$ cat config.mk
export PLATFORM = sky130hd
export DESIGN_NAME = wwd_top
export DESIGN_NICKNAME = d
export VERILOG_FILES = /design/src/wwd_sync.v /design/src/wwd_top.v
export VERILOG_INCLUDE_DIRS = /design/src
export SDC_FILE = /design/constraint.sdc
export NUM_CORES = 1
export LEC_CHECK = 0
export BUFFER_PORTS_ARGS = -buffer_cell sky130_fd_sc_hd__buf_2
export CELL_PAD_IN_SITES_DETAIL_PLACEMENT = 2
export CELL_PAD_IN_SITES_GLOBAL_PLACEMENT = 2
export CORE_MARGIN = 5
export CORE_UTILIZATION = 41
export DETAILED_ROUTE_END_ITERATION = 10
export PLACE_DENSITY = 0.76
export SETUP_SLACK_MARGIN = 0.3
export SKIP_LAST_GASP = 1
export SLEW_MARGIN = 20
export SYNTH_ARGS = -nofsm -noshare
export SYNTH_HDL_FRONTEND = slang
export SYNTH_SLANG_ARGS = --single-unit
$ cat constraint.sdc
create_clock -name CLK_SYS -period 4.4 [get_ports CLK_SYS]
set_clock_uncertainty 0.1 [all_clocks]
set_input_delay 0.88 -clock CLK_SYS [delete_from_list [all_inputs] [get_ports CLK_SYS]]
set_output_delay 0.88 -clock CLK_SYS [all_outputs]
set_load 0.005 [all_outputs]
$ cat src/wwd_consts.vh
`ifndef WWD_CONSTS_VH
`define WWD_CONSTS_VH

// ----------------------------------------
// Clock and timing figures
// ----------------------------------------
`define WWD_CLK_PERIOD_NS 20
`define WWD_DEGLITCH_NS 5500
`define WWD_FLAG_CLR_NS 5000

// ----------------------------------------
// Window figures, in oscillator periods
// ----------------------------------------
`define WWD_WIN_TICKS 5000
`define WWD_FIRST_MULT 8
`define WWD_FAULT_TICKS 1

// ----------------------------------------
// Defaults for tunable counts
// ----------------------------------------
`define WWD_OSC_DIV 500
`define WWD_RST_DELAY_CYC 12500
`define WWD_CNT_W 16
`define WWD_POR_W 24
`define WWD_DIV_W 16

// ----------------------------------------
// Watchdog states
// ----------------------------------------
`define WWD_ST_IDLE 2'h0
`define WWD_ST_FIRST 2'h1
`define WWD_ST_CLOSED 2'h2
`define WWD_ST_OPEN 2'h3

`endif

$ cat src/wwd_sync.v
`timescale 1ns/10ps

// Two-stage synchroniser for asynchronous pins
module wwd_sync #(
	parameter WIDTH = 1
) (
	input wire CLK_SYS,
	input wire RESET,
	input wire [WIDTH-1:0] d_in,
	output wire [WIDTH-1:0] d_out
);
	reg [WIDTH-1:0] s1_q;
	reg [WIDTH-1:0] s2_q;

	// First stage feeds only the second
	always @(posedge CLK_SYS or posedge RESET) begin
		if (RESET) begin
			s1_q <= {WIDTH{1'b0}};
			s2_q <= {WIDTH{1'b0}};
		end else begin
			s1_q <= d_in;
			s2_q <= s1_q;
		end
	end

	assign d_out = s2_q;
endmodule

$ cat src/wwd_top.v
`timescale 1ns/10ps
`include "wwd_consts.vh"

module wwd_top #(
	parameter LATCH_VARIANT = 0,
	parameter OSC_DIV = `WWD_OSC_DIV,
	parameter WIN_TICKS = `WWD_WIN_TICKS,
	parameter RST_DELAY_CYC = `WWD_RST_DELAY_CYC
) (
	input wire CLK_SYS,
	input wire RESET,
	input wire GUARD_ENABLE_LOW,
	input wire SERVICE_PULSE,
	input wire VOUT_GOOD,
	output wire FAULT_PULSE_OUT,
	output wire FAULT_LATCH_OUT,
	output wire RESET_OUT_LOW
);
	// ----------------------------------------
	// Derived counts
	// ----------------------------------------
	localparam DEGLITCH_CYC = (`WWD_DEGLITCH_NS + `WWD_CLK_PERIOD_NS - 1) / `WWD_CLK_PERIOD_NS;
	localparam FLAG_CLR_CYC = `WWD_FLAG_CLR_NS / `WWD_CLK_PERIOD_NS;
	localparam [`WWD_CNT_W-1:0] HALF_LAST = WIN_TICKS / 2 - 1;
	localparam [`WWD_CNT_W-1:0] FIRST_LAST = WIN_TICKS * `WWD_FIRST_MULT - 1;
	localparam [`WWD_DIV_W-1:0] DIV_LAST = OSC_DIV - 1;
	localparam [`WWD_POR_W-1:0] POR_LAST = RST_DELAY_CYC - 1;
	localparam [`WWD_POR_W-1:0] DEG_LAST = DEGLITCH_CYC - 1;
	localparam [`WWD_POR_W-1:0] CLR_LAST = FLAG_CLR_CYC - 1;
	localparam [`WWD_DIV_W-1:0] FLT_TICKS = `WWD_FAULT_TICKS;

	// ----------------------------------------
	// Pin synchronisers
	// ----------------------------------------
	wire [2:0] pins_s;

	wwd_sync #(
		.WIDTH(3)
	) u_sync (
		.CLK_SYS(CLK_SYS),
		.RESET(RESET),
		.d_in({GUARD_ENABLE_LOW, SERVICE_PULSE, VOUT_GOOD}),
		.d_out(pins_s)
	);

	wire en_low_s = pins_s[2];
	wire svc_s = pins_s[1];
	wire vout_s = pins_s[0];

	// ----------------------------------------
	// Oscillator tick divider
	// ----------------------------------------
	reg [`WWD_DIV_W-1:0] div_q;
	reg tick_q;

	// One-cycle enable per oscillator period
	always @(posedge CLK_SYS or posedge RESET) begin
		if (RESET) begin
			div_q <= {`WWD_DIV_W{1'b0}};
			tick_q <= 1'b0;
		end else if (div_q == DIV_LAST) begin
			div_q <= {`WWD_DIV_W{1'b0}};
			tick_q <= 1'b1;
		end else begin
			div_q <= div_q + 1'b1;
			tick_q <= 1'b0;
		end
	end

	// ----------------------------------------
	// Power-good reset generation
	// ----------------------------------------
	reg por_ok_q;
	reg [`WWD_POR_W-1:0] por_cnt_q;
	reg [`WWD_POR_W-1:0] low_cnt_q;

	// Delay on rise, deglitch on fall
	always @(posedge CLK_SYS or posedge RESET) begin
		if (RESET) begin
			por_ok_q <= 1'b0;
			por_cnt_q <= {`WWD_POR_W{1'b0}};
			low_cnt_q <= {`WWD_POR_W{1'b0}};
		end else if (vout_s) begin
			low_cnt_q <= {`WWD_POR_W{1'b0}};
			if (!por_ok_q) begin
				if (por_cnt_q == POR_LAST) begin
					por_ok_q <= 1'b1;
				end else begin
					por_cnt_q <= por_cnt_q + 1'b1;
				end
			end
		end else begin
			por_cnt_q <= {`WWD_POR_W{1'b0}};
			if (por_ok_q) begin
				if (low_cnt_q == DEG_LAST) begin
					por_ok_q <= 1'b0;
				end else begin
					low_cnt_q <= low_cnt_q + 1'b1;
				end
			end
		end
	end

	// ----------------------------------------
	// Edge detection and service sampling
	// ----------------------------------------
	reg en_prev_q;
	reg rst_prev_q;
	reg por_prev_q;
	reg svc_smp_q;
	reg flt_act_q;
	reg flt_prev_q;
	reg reset_n_q;
	wire en_on;
	wire run;
	wire en_fall_pin;
	wire rst_rise;
	wire flt_end;
	wire svc_edge;
	wire por_drop;

	assign en_on = ~en_low_s;
	assign run = en_on & reset_n_q;
	assign en_fall_pin = en_on & ~en_prev_q;
	assign rst_rise = reset_n_q & ~rst_prev_q;
	assign flt_end = flt_prev_q & ~flt_act_q;
	assign svc_edge = tick_q & svc_s & ~svc_smp_q;
	assign por_drop = por_prev_q & ~por_ok_q;

	// Previous values and tick-rate service sample
	always @(posedge CLK_SYS or posedge RESET) begin
		if (RESET) begin
			en_prev_q <= 1'b1; // Idle level of a floating enable pin, no false edge
			rst_prev_q <= 1'b0;
			por_prev_q <= 1'b0;
			svc_smp_q <= 1'b0;
			flt_prev_q <= 1'b0;
		end else begin
			en_prev_q <= en_on;
			rst_prev_q <= reset_n_q;
			por_prev_q <= por_ok_q;
			flt_prev_q <= flt_act_q;
			if (tick_q) begin
				svc_smp_q <= svc_s;
			end
		end
	end

	// ----------------------------------------
	// Window state machine
	// ----------------------------------------
	reg [1:0] st_q;
	reg [1:0] st_d;
	reg [`WWD_CNT_W-1:0] cnt_q;
	reg [`WWD_CNT_W-1:0] cnt_d;
	reg fault_evt;
	reg good_svc;
	reg init_evt;

	// Initialization sources
	always @* begin
		init_evt = 1'b0;
		if (rst_rise && en_on) begin
			init_evt = 1'b1;
		end
		if (en_fall_pin && reset_n_q) begin
			init_evt = 1'b1;
		end
		if (LATCH_VARIANT == 0 && flt_end && run) begin
			init_evt = 1'b1;
		end
	end

	// Next state, fault and service decisions
	always @* begin
		st_d = st_q;
		cnt_d = cnt_q;
		fault_evt = 1'b0;
		good_svc = 1'b0;
		if (!run) begin
			st_d = `WWD_ST_IDLE;
			cnt_d = {`WWD_CNT_W{1'b0}};
		end else if (init_evt) begin
			st_d = `WWD_ST_FIRST;
			cnt_d = {`WWD_CNT_W{1'b0}};
		end else if (tick_q) begin
			case (st_q)
				`WWD_ST_FIRST: begin
					if (svc_edge) begin
						good_svc = 1'b1;
						st_d = `WWD_ST_CLOSED;
						cnt_d = {`WWD_CNT_W{1'b0}};
					end else if (cnt_q == FIRST_LAST) begin
						fault_evt = 1'b1;
						st_d = `WWD_ST_IDLE;
					end else begin
						cnt_d = cnt_q + 1'b1;
					end
				end
				`WWD_ST_CLOSED: begin
					if (svc_edge) begin
						fault_evt = 1'b1;
						st_d = `WWD_ST_IDLE;
					end else if (cnt_q == HALF_LAST) begin
						st_d = `WWD_ST_OPEN;
						cnt_d = {`WWD_CNT_W{1'b0}};
					end else begin
						cnt_d = cnt_q + 1'b1;
					end
				end
				`WWD_ST_OPEN: begin
					if (svc_edge) begin
						good_svc = 1'b1;
						st_d = `WWD_ST_CLOSED;
						cnt_d = {`WWD_CNT_W{1'b0}};
					end else if (cnt_q == HALF_LAST) begin
						fault_evt = 1'b1;
						st_d = `WWD_ST_IDLE;
					end else begin
						cnt_d = cnt_q + 1'b1;
					end
				end
				default: begin
					st_d = `WWD_ST_IDLE;
					cnt_d = {`WWD_CNT_W{1'b0}};
				end
			endcase
		end
	end

	// State and counter registers
	always @(posedge CLK_SYS or posedge RESET) begin
		if (RESET) begin
			st_q <= `WWD_ST_IDLE;
			cnt_q <= {`WWD_CNT_W{1'b0}};
		end else begin
			st_q <= st_d;
			cnt_q <= cnt_d;
		end
	end

	// ----------------------------------------
	// Fault pulse timer
	// ----------------------------------------
	reg [`WWD_DIV_W-1:0] flt_ticks_q;

	// Pulse starts on a tick, ends after one oscillator period
	always @(posedge CLK_SYS or posedge RESET) begin
		if (RESET) begin
			flt_act_q <= 1'b0;
			flt_ticks_q <= {`WWD_DIV_W{1'b0}};
		end else if (fault_evt) begin
			flt_act_q <= 1'b1;
			flt_ticks_q <= {`WWD_DIV_W{1'b0}};
		end else if (flt_act_q && tick_q) begin
			if (flt_ticks_q == FLT_TICKS - 1'b1) begin
				flt_act_q <= 1'b0;
			end else begin
				flt_ticks_q <= flt_ticks_q + 1'b1;
			end
		end
	end

	// ----------------------------------------
	// Latched flag with delayed service clear
	// ----------------------------------------
	reg flag_q;
	reg clr_pend_q;
	reg [`WWD_POR_W-1:0] clr_cnt_q;

	// Set wins over every clear source
	always @(posedge CLK_SYS or posedge RESET) begin
		if (RESET) begin
			flag_q <= 1'b0;
			clr_pend_q <= 1'b0;
			clr_cnt_q <= {`WWD_POR_W{1'b0}};
		end else if (LATCH_VARIANT != 0 && fault_evt) begin
			flag_q <= 1'b1;
			clr_pend_q <= 1'b0;
		end else if (por_drop || en_fall_pin) begin
			flag_q <= 1'b0;
			clr_pend_q <= 1'b0;
		end else if (good_svc && flag_q && !clr_pend_q) begin
			clr_pend_q <= 1'b1; // Later services do not postpone the clear
			clr_cnt_q <= {`WWD_POR_W{1'b0}};
		end else if (clr_pend_q) begin
			if (!run) begin
				clr_pend_q <= 1'b0;
			end else if (clr_cnt_q == CLR_LAST) begin
				flag_q <= 1'b0;
				clr_pend_q <= 1'b0;
			end else begin
				clr_cnt_q <= clr_cnt_q + 1'b1;
			end
		end
	end

	// ----------------------------------------
	// Output registers
	// ----------------------------------------
	reg fault_n_q;

	// Reset low while power bad or latch-variant fault pulse
	always @(posedge CLK_SYS or posedge RESET) begin
		if (RESET) begin
			reset_n_q <= 1'b0;
			fault_n_q <= 1'b1;
		end else begin
			reset_n_q <= por_ok_q & ~(LATCH_VARIANT != 0 && flt_act_q);
			fault_n_q <= ~(LATCH_VARIANT == 0 && flt_act_q);
		end
	end

	assign RESET_OUT_LOW = reset_n_q;
	assign FAULT_PULSE_OUT = fault_n_q;
	assign FAULT_LATCH_OUT = flag_q;
endmodule

Word level (Yosys, flattened, before mapping) --
Index checks and enable logic that the tools add are counted.
Word-level totals: flip-flop bits (word level) 139, bits of input ports 5, output and inout port bits 3, logic and storage cells 157
Cells by class: $add $sub $neg 6, equality and inequality tests 22, mux-type cells 69, bitwise operators 14, reductions and logical operators 26
Operator list (number):
- two-way mux 24 bit | 10
- two-way mux 16 bit | 13
- adder 24 x 1 -> 24 bit (second input constant) | 3
- adder 16 x 1 -> 16 bit (second input constant) | 3
- case mux 16 bit (3 select lines) | 1
- two-way mux 1 bit | 34
- != test 5 bit (second input constant) | 5
- == test 24 x 14 -> 1 bit (second input constant) | 1
- == test 24 x 8 -> 1 bit (second input constant) | 1
- == test 24 x 9 -> 1 bit (second input constant) | 1
- two-way mux 2 bit | 9
- == test 16 x 12 -> 1 bit (second input constant) | 1
- == test 16 bit (second input constant) | 1
- == test 16 x 9 -> 1 bit (second input constant) | 1
- logical NOT 16 bit | 1
- AND reduction 4 bit | 4
- nonzero test 2 bit | 8
- != test 2 bit (second input constant) | 5
- AND reduction 2 bit | 4
- bitwise AND 1 bit | 7
- inverter 1 bit | 7
- logical AND 1 bit | 6
- case mux 2 bit (3 select lines) | 1
- == test 2 bit (second input constant) | 2
- other kinds (8) | 8

Depth between registers and ports, before layout --
depth after elaboration 12, depth in mapped cells 8

By module --
A second synthesis with hierarchy kept.
Unflattened totals: cells, all modules 609, area total of the unflattened synthesis 5830.6 µm²
By module, submodules not included:
- wwd_top | times used 1, cells an instance 602, area each 5676.7 µm², seq. area each 2680.1 µm²
- wwd_sync | times used 1, cells an instance 7, area each 153.9 µm², seq. area each 150.1 µm²

Worst setup path after synthesis --
OpenSTA, ideal clock, no wires.
kind reg-to-reg, start point reg cnt_q[0], end point reg cnt_q[5], library setup time 0.124 ns, arrival 2.117 ns, data required time 4.176 ns, setup slack 2.059 ns, stages on the path, launching flop included 8, period minus slack after synthesis 2.341 ns, cell sequence dfrtp_1 > ha_1 > or4b_4 > nor4_4 > nand3_2 > a31oi_4 > nor4_1 > a211o_1
Between the ends: longest elaborated chain between the ends 7
Ends and longest elaborated chain:
- start: declaration | RTL line wwd_top.v:154 | reg [`WWD_CNT_W-1:0] cnt_q;
- start signal: assignment | RTL line wwd_top.v:235 | cnt_q <= {`WWD_CNT_W{1'b0}};
- start signal: assignment | RTL line wwd_top.v:238 | cnt_q <= cnt_d;
- adder 16 x 1 -> 16 bit or == test 16 x 12 -> 1 bit (tied branches)
- two-way mux 16 bit, on equally long branches | RTL line wwd_top.v:216, wwd_top.v:193, wwd_top.v:204
- two-way mux 16 bit, on equally long branches | RTL line wwd_top.v:212, wwd_top.v:189, wwd_top.v:201
- case mux 16 bit (3 select lines) | RTL line wwd_top.v:187 | case (st_q)
- two-way mux 16 bit | RTL line wwd_top.v:186 | end else if (tick_q) begin
- two-way mux 16 bit | RTL line wwd_top.v:183 | end else if (init_evt) begin
- two-way mux 16 bit | RTL line wwd_top.v:180 | if (!run) begin
Several ways; a longest one is shown, not always the timed one. The select of a mux whose other input is x is not followed. A chain may end at the register's enable or synchronous reset.

Final worst setup path --
Same ends and word-level chain as after synthesis.

==> flow_metrics.env <==
export IMPL_status="finished, final reports clean"
export IMPL_die_area_um2=16050
export IMPL_cts_tree="done"
export IMPL_hpwl_mm=9.270
export IMPL_die_y_um=126.7
export IMPL_io_pins=8
export IMPL_yosysTopAreaCell="dfrtp_1"
export IMPL_root_buffer="clkbuf_16"
export IMPL_grt_max_degree=61
export IMPL_synth_flop_cell="dfrtp_1"
export IMPL_finalSetupViolations=0
export IMPL_antenna_found_initial=0
export IMPL_drtAntennaViolNets=0
export IMPL_busiest_layer="met2"
export IMPL_grt_pass1_wl_mm=24.94
export IMPL_wl_mm=14.21
export IMPL_n_fill_cell=1410
export IMPL_wl_per_cell_um=18.60
export IMPL_path_class="register to register"
export IMPL_power_frac_seq_pct=45.1
export IMPL_relSlewSlack_pct=39.44
export IMPL_cp_end_kind="register"
export IMPL_finalHoldViolations=0
export IMPL_remaining_drc_errors=0
export IMPL_power_leakage_nw=2.732
export IMPL_cts_hold_buf=0
export IMPL_core_area_um2=13300
export IMPL_slew_violations=0
export IMPL_start_util_pct=41.99
export IMPL_cts_resized=0
export IMPL_reg2regPathDepth=7
export IMPL_synth_top_area_share_pct=49.75
export IMPL_numCtsBuffers=17
export IMPL_p_sw_share_pct=20.98
export IMPL_yosys_top_cells_area="dfrtp_1, xor2_1, xnor2_1, nor2_1, nand2_1"
export IMPL_min_delay_path_depth=0
export IMPL_io_buffer_count=6
export IMPL_syn2layout_area_growth_pct=12.48
export IMPL_max_cap_violations=0
export IMPL_cts_sinks=113
export IMPL_tightest_slew_ns=0.9084
export IMPL_htreeDepth=4
export IMPL_cts_buffer_depth=2
export IMPL_cts_reportedPaths_clkPinSlew_ns=0.05
export IMPL_die_w_um=126.7
export IMPL_post_cts_buffers=0
export IMPL_met3_usage_pct=4.750
export IMPL_grt_pass1_vias=4983
export IMPL_drtPass1Iterations=4
export IMPL_powerDensity_nw_per_um2=372.2
export IMPL_internal_power_mw=1.847
export IMPL_nNetsFinal=587
export IMPL_grt_use_total_pct=19.44
export IMPL_clock_latency_ns=0.42
export IMPL_cp_max_fo=19
export IMPL_synth_cell_types=58
export IMPL_p_sw_uw=490.4
export IMPL_synth_area_per_cell_um2=9.881
export IMPL_grt_util_met1_pct=22.35
export IMPL_ys_seq_area_share_pct=50.69
export IMPL_start_kind="register"
export IMPL_p_clk_share_pct=53.5
export IMPL_crit_arrival_ns=3.13
export IMPL_num_antenna_cells=0
export IMPL_drt_vias_per_instance=5.546
export IMPL_drive_gt1_share_pct=9.694
export IMPL_yosysWarnings=0
export IMPL_gp_congestion=0.7424
export IMPL_routed_via_count=4237
export IMPL_design_power_total_mw=2.338
export IMPL_min_period_over_period_pct=66.48
export IMPL_grt_util_met2_pct=35.02
export IMPL_rsz0062_at_grt="no"
export IMPL_syn_inst=565
export IMPL_ys_ff_latch=113
export IMPL_ys_async_sr_fraction_pct=100.0
export IMPL_pwr_share_comb_pct=1.4
export IMPL_ir_drop_mv=0.2937
export IMPL_row_count=42
export IMPL_synth_edf_count=0
export IMPL_fin_crit_ns=2.925
export IMPL_finalSetupTns_ns=0
export IMPL_critical_path_required_ns=4.61
export IMPL_max_freq_mhz=341.9
export IMPL_gr_total_overflow=0
export IMPL_hp_class="register to register"
export IMPL_drt_iter0_markers=219
export IMPL_syn_area_um2=5583
export IMPL_syn_nets=577
critical path: stages (launching register included):
cell	delay, ns
dfrtp_1	0.43
ha_1	0.28
nor4b_1	0.42
nand4_1	0.21
a211o_2	0.42
a31oi_4	0.55
nor4_1	0.15
a211o_1	0.25
Yosys cell counts (2+ instances only):
master,number
a21oi_1,16
inv_1,23
nand2b_1,2
and4_1,2
nand4_1,15
o21ai_1,2
o21ai_0,18
or4_1,3
a31oi_1,4
nor3_1,10
or3_1,11
nand2_1,48
mux2i_1,2
dfstp_2,2
o21ai_2,7
and3_1,23
nor3b_1,2
nand3_1,31
and2_1,5
or2_2,3
dfrtp_1,111
clkbuf_1,9
nor2_1,73
ha_1,7
nor2b_1,5
xnor2_1,32
xor2_1,37
nor4b_1,6
nor4_1,14
o31ai_1,12
buf_2,3
placed cells by master, fill, tap and decap left out, types with 8 or more instances in the layout:
cell / instances
xor2_1: 37
o21ai_2: 8
o31ai_1: 12
nand2_1: 48
and3_1: 23
nor3_1: 10
nor2_1: 73
nand3_1: 31
clkbuf_16: 17
or3_1: 11
clkbuf_1: 10
nor4_1: 14
inv_1: 22
xnor2_1: 32
a21oi_1: 16
o21ai_0: 18
nand4_1: 15
dfrtp_1: 111
logic make-up (layout without fill, tap and decap cells):
logic type / count (synthesis) / in the layout / share of synthesized area [%]
simple gates: 265 / 265 / 24.94
other cells: 1 / 1 / 0.06717
compound gates: 67 / 67 / 7.889
fa+ha+maj: 7 / 7 / 1.569
mux: 3 / 3 / 0.5603
buf+inv: 40 / 63 / 3.451
flops: 113 / 113 / 50.69
xor+xnor: 69 / 69 / 10.82
path summary, 6_finish.rpt:
path                           startpoint         endpoint  slack, ns
max                              cnt_q[0]         cnt_q[5]       1.47
min                        u_sync.s1_q[1]  u_sync.d_out[1]       0.26
max reg2reg                      cnt_q[0]         cnt_q[5]       1.47
min reg2reg                u_sync.s1_q[1]  u_sync.d_out[1]       0.26
max in group asynchronous           RESET  FAULT_PULSE_OUT       2.83
min in group asynchronous           RESET           tick_q       0.50
sequential cells by signal (all words and copies together), names as in the netlist, 2 cells and up:
register / cells
st_q: 2
flt_ticks_q: 16
div_q: 16
u_sync.d_out: 3
cnt_q: 16
low_cnt_q: 24
por_cnt_q: 24
u_sync.s1_q: 3
per-stage QoR:
stage	hold WS, ns	instances	setup WS, ns	cell area, µm²	utilization [%]
2_1_floorplan	0.2312	565	0.4360	5583	-
3_3_place_gp	0.2447	732	1.628	5744	43.21
3_5_place_dp	0.2364	732	1.409	5744	43.21
4_1_cts	0.2625	764	1.284	6276	47.21
5_1_grt	0.2697	764	1.243	6280	47.23
6_report	0.2550	764	1.475	6280	47.23
routing by layer:
| layer | share of wire, % | wire (µm) |
|---|---|---|
| met5 | 0 | 0 |
| met4 | 1.3 | 180 |
| met3 | 2.1 | 296 |
| met2 | 53 | 7544 |
| met1 | 44 | 6192 |
power by group through the flow:
stage / registers, mW / clock network [mW] / logic [mW]
after floorplan: 1.07 / 0 / 0.0267
after detailed placement: 1.07 / 0 / 0.0353
after global routing: 1.05 / 1.35 / 0.0406
after global placement: 1.07 / 0 / 0.0339
final: 1.05 / 1.25 / 0.0332
after CTS: 1.05 / 1.29 / 0.0358
layout make-up:
| type | count | area (µm²) | area share, % |
|---|---|---|---|
| Timing Repair Buffer | 8 | 45.04 | 0.7173 |
| Inverter | 23 | 88.84 | 1.415 |
| Clock buffer | 32 | 531.8 | 8.468 |
| Sequential cell | 113 | 2830 | 45.07 |
| Tap cell | 176 | 220.2 | 3.507 |
| Multi-Input combinational cell | 412 | 2564 | 40.82 |
No activity file was read; power rests on OpenSTA's default activity.
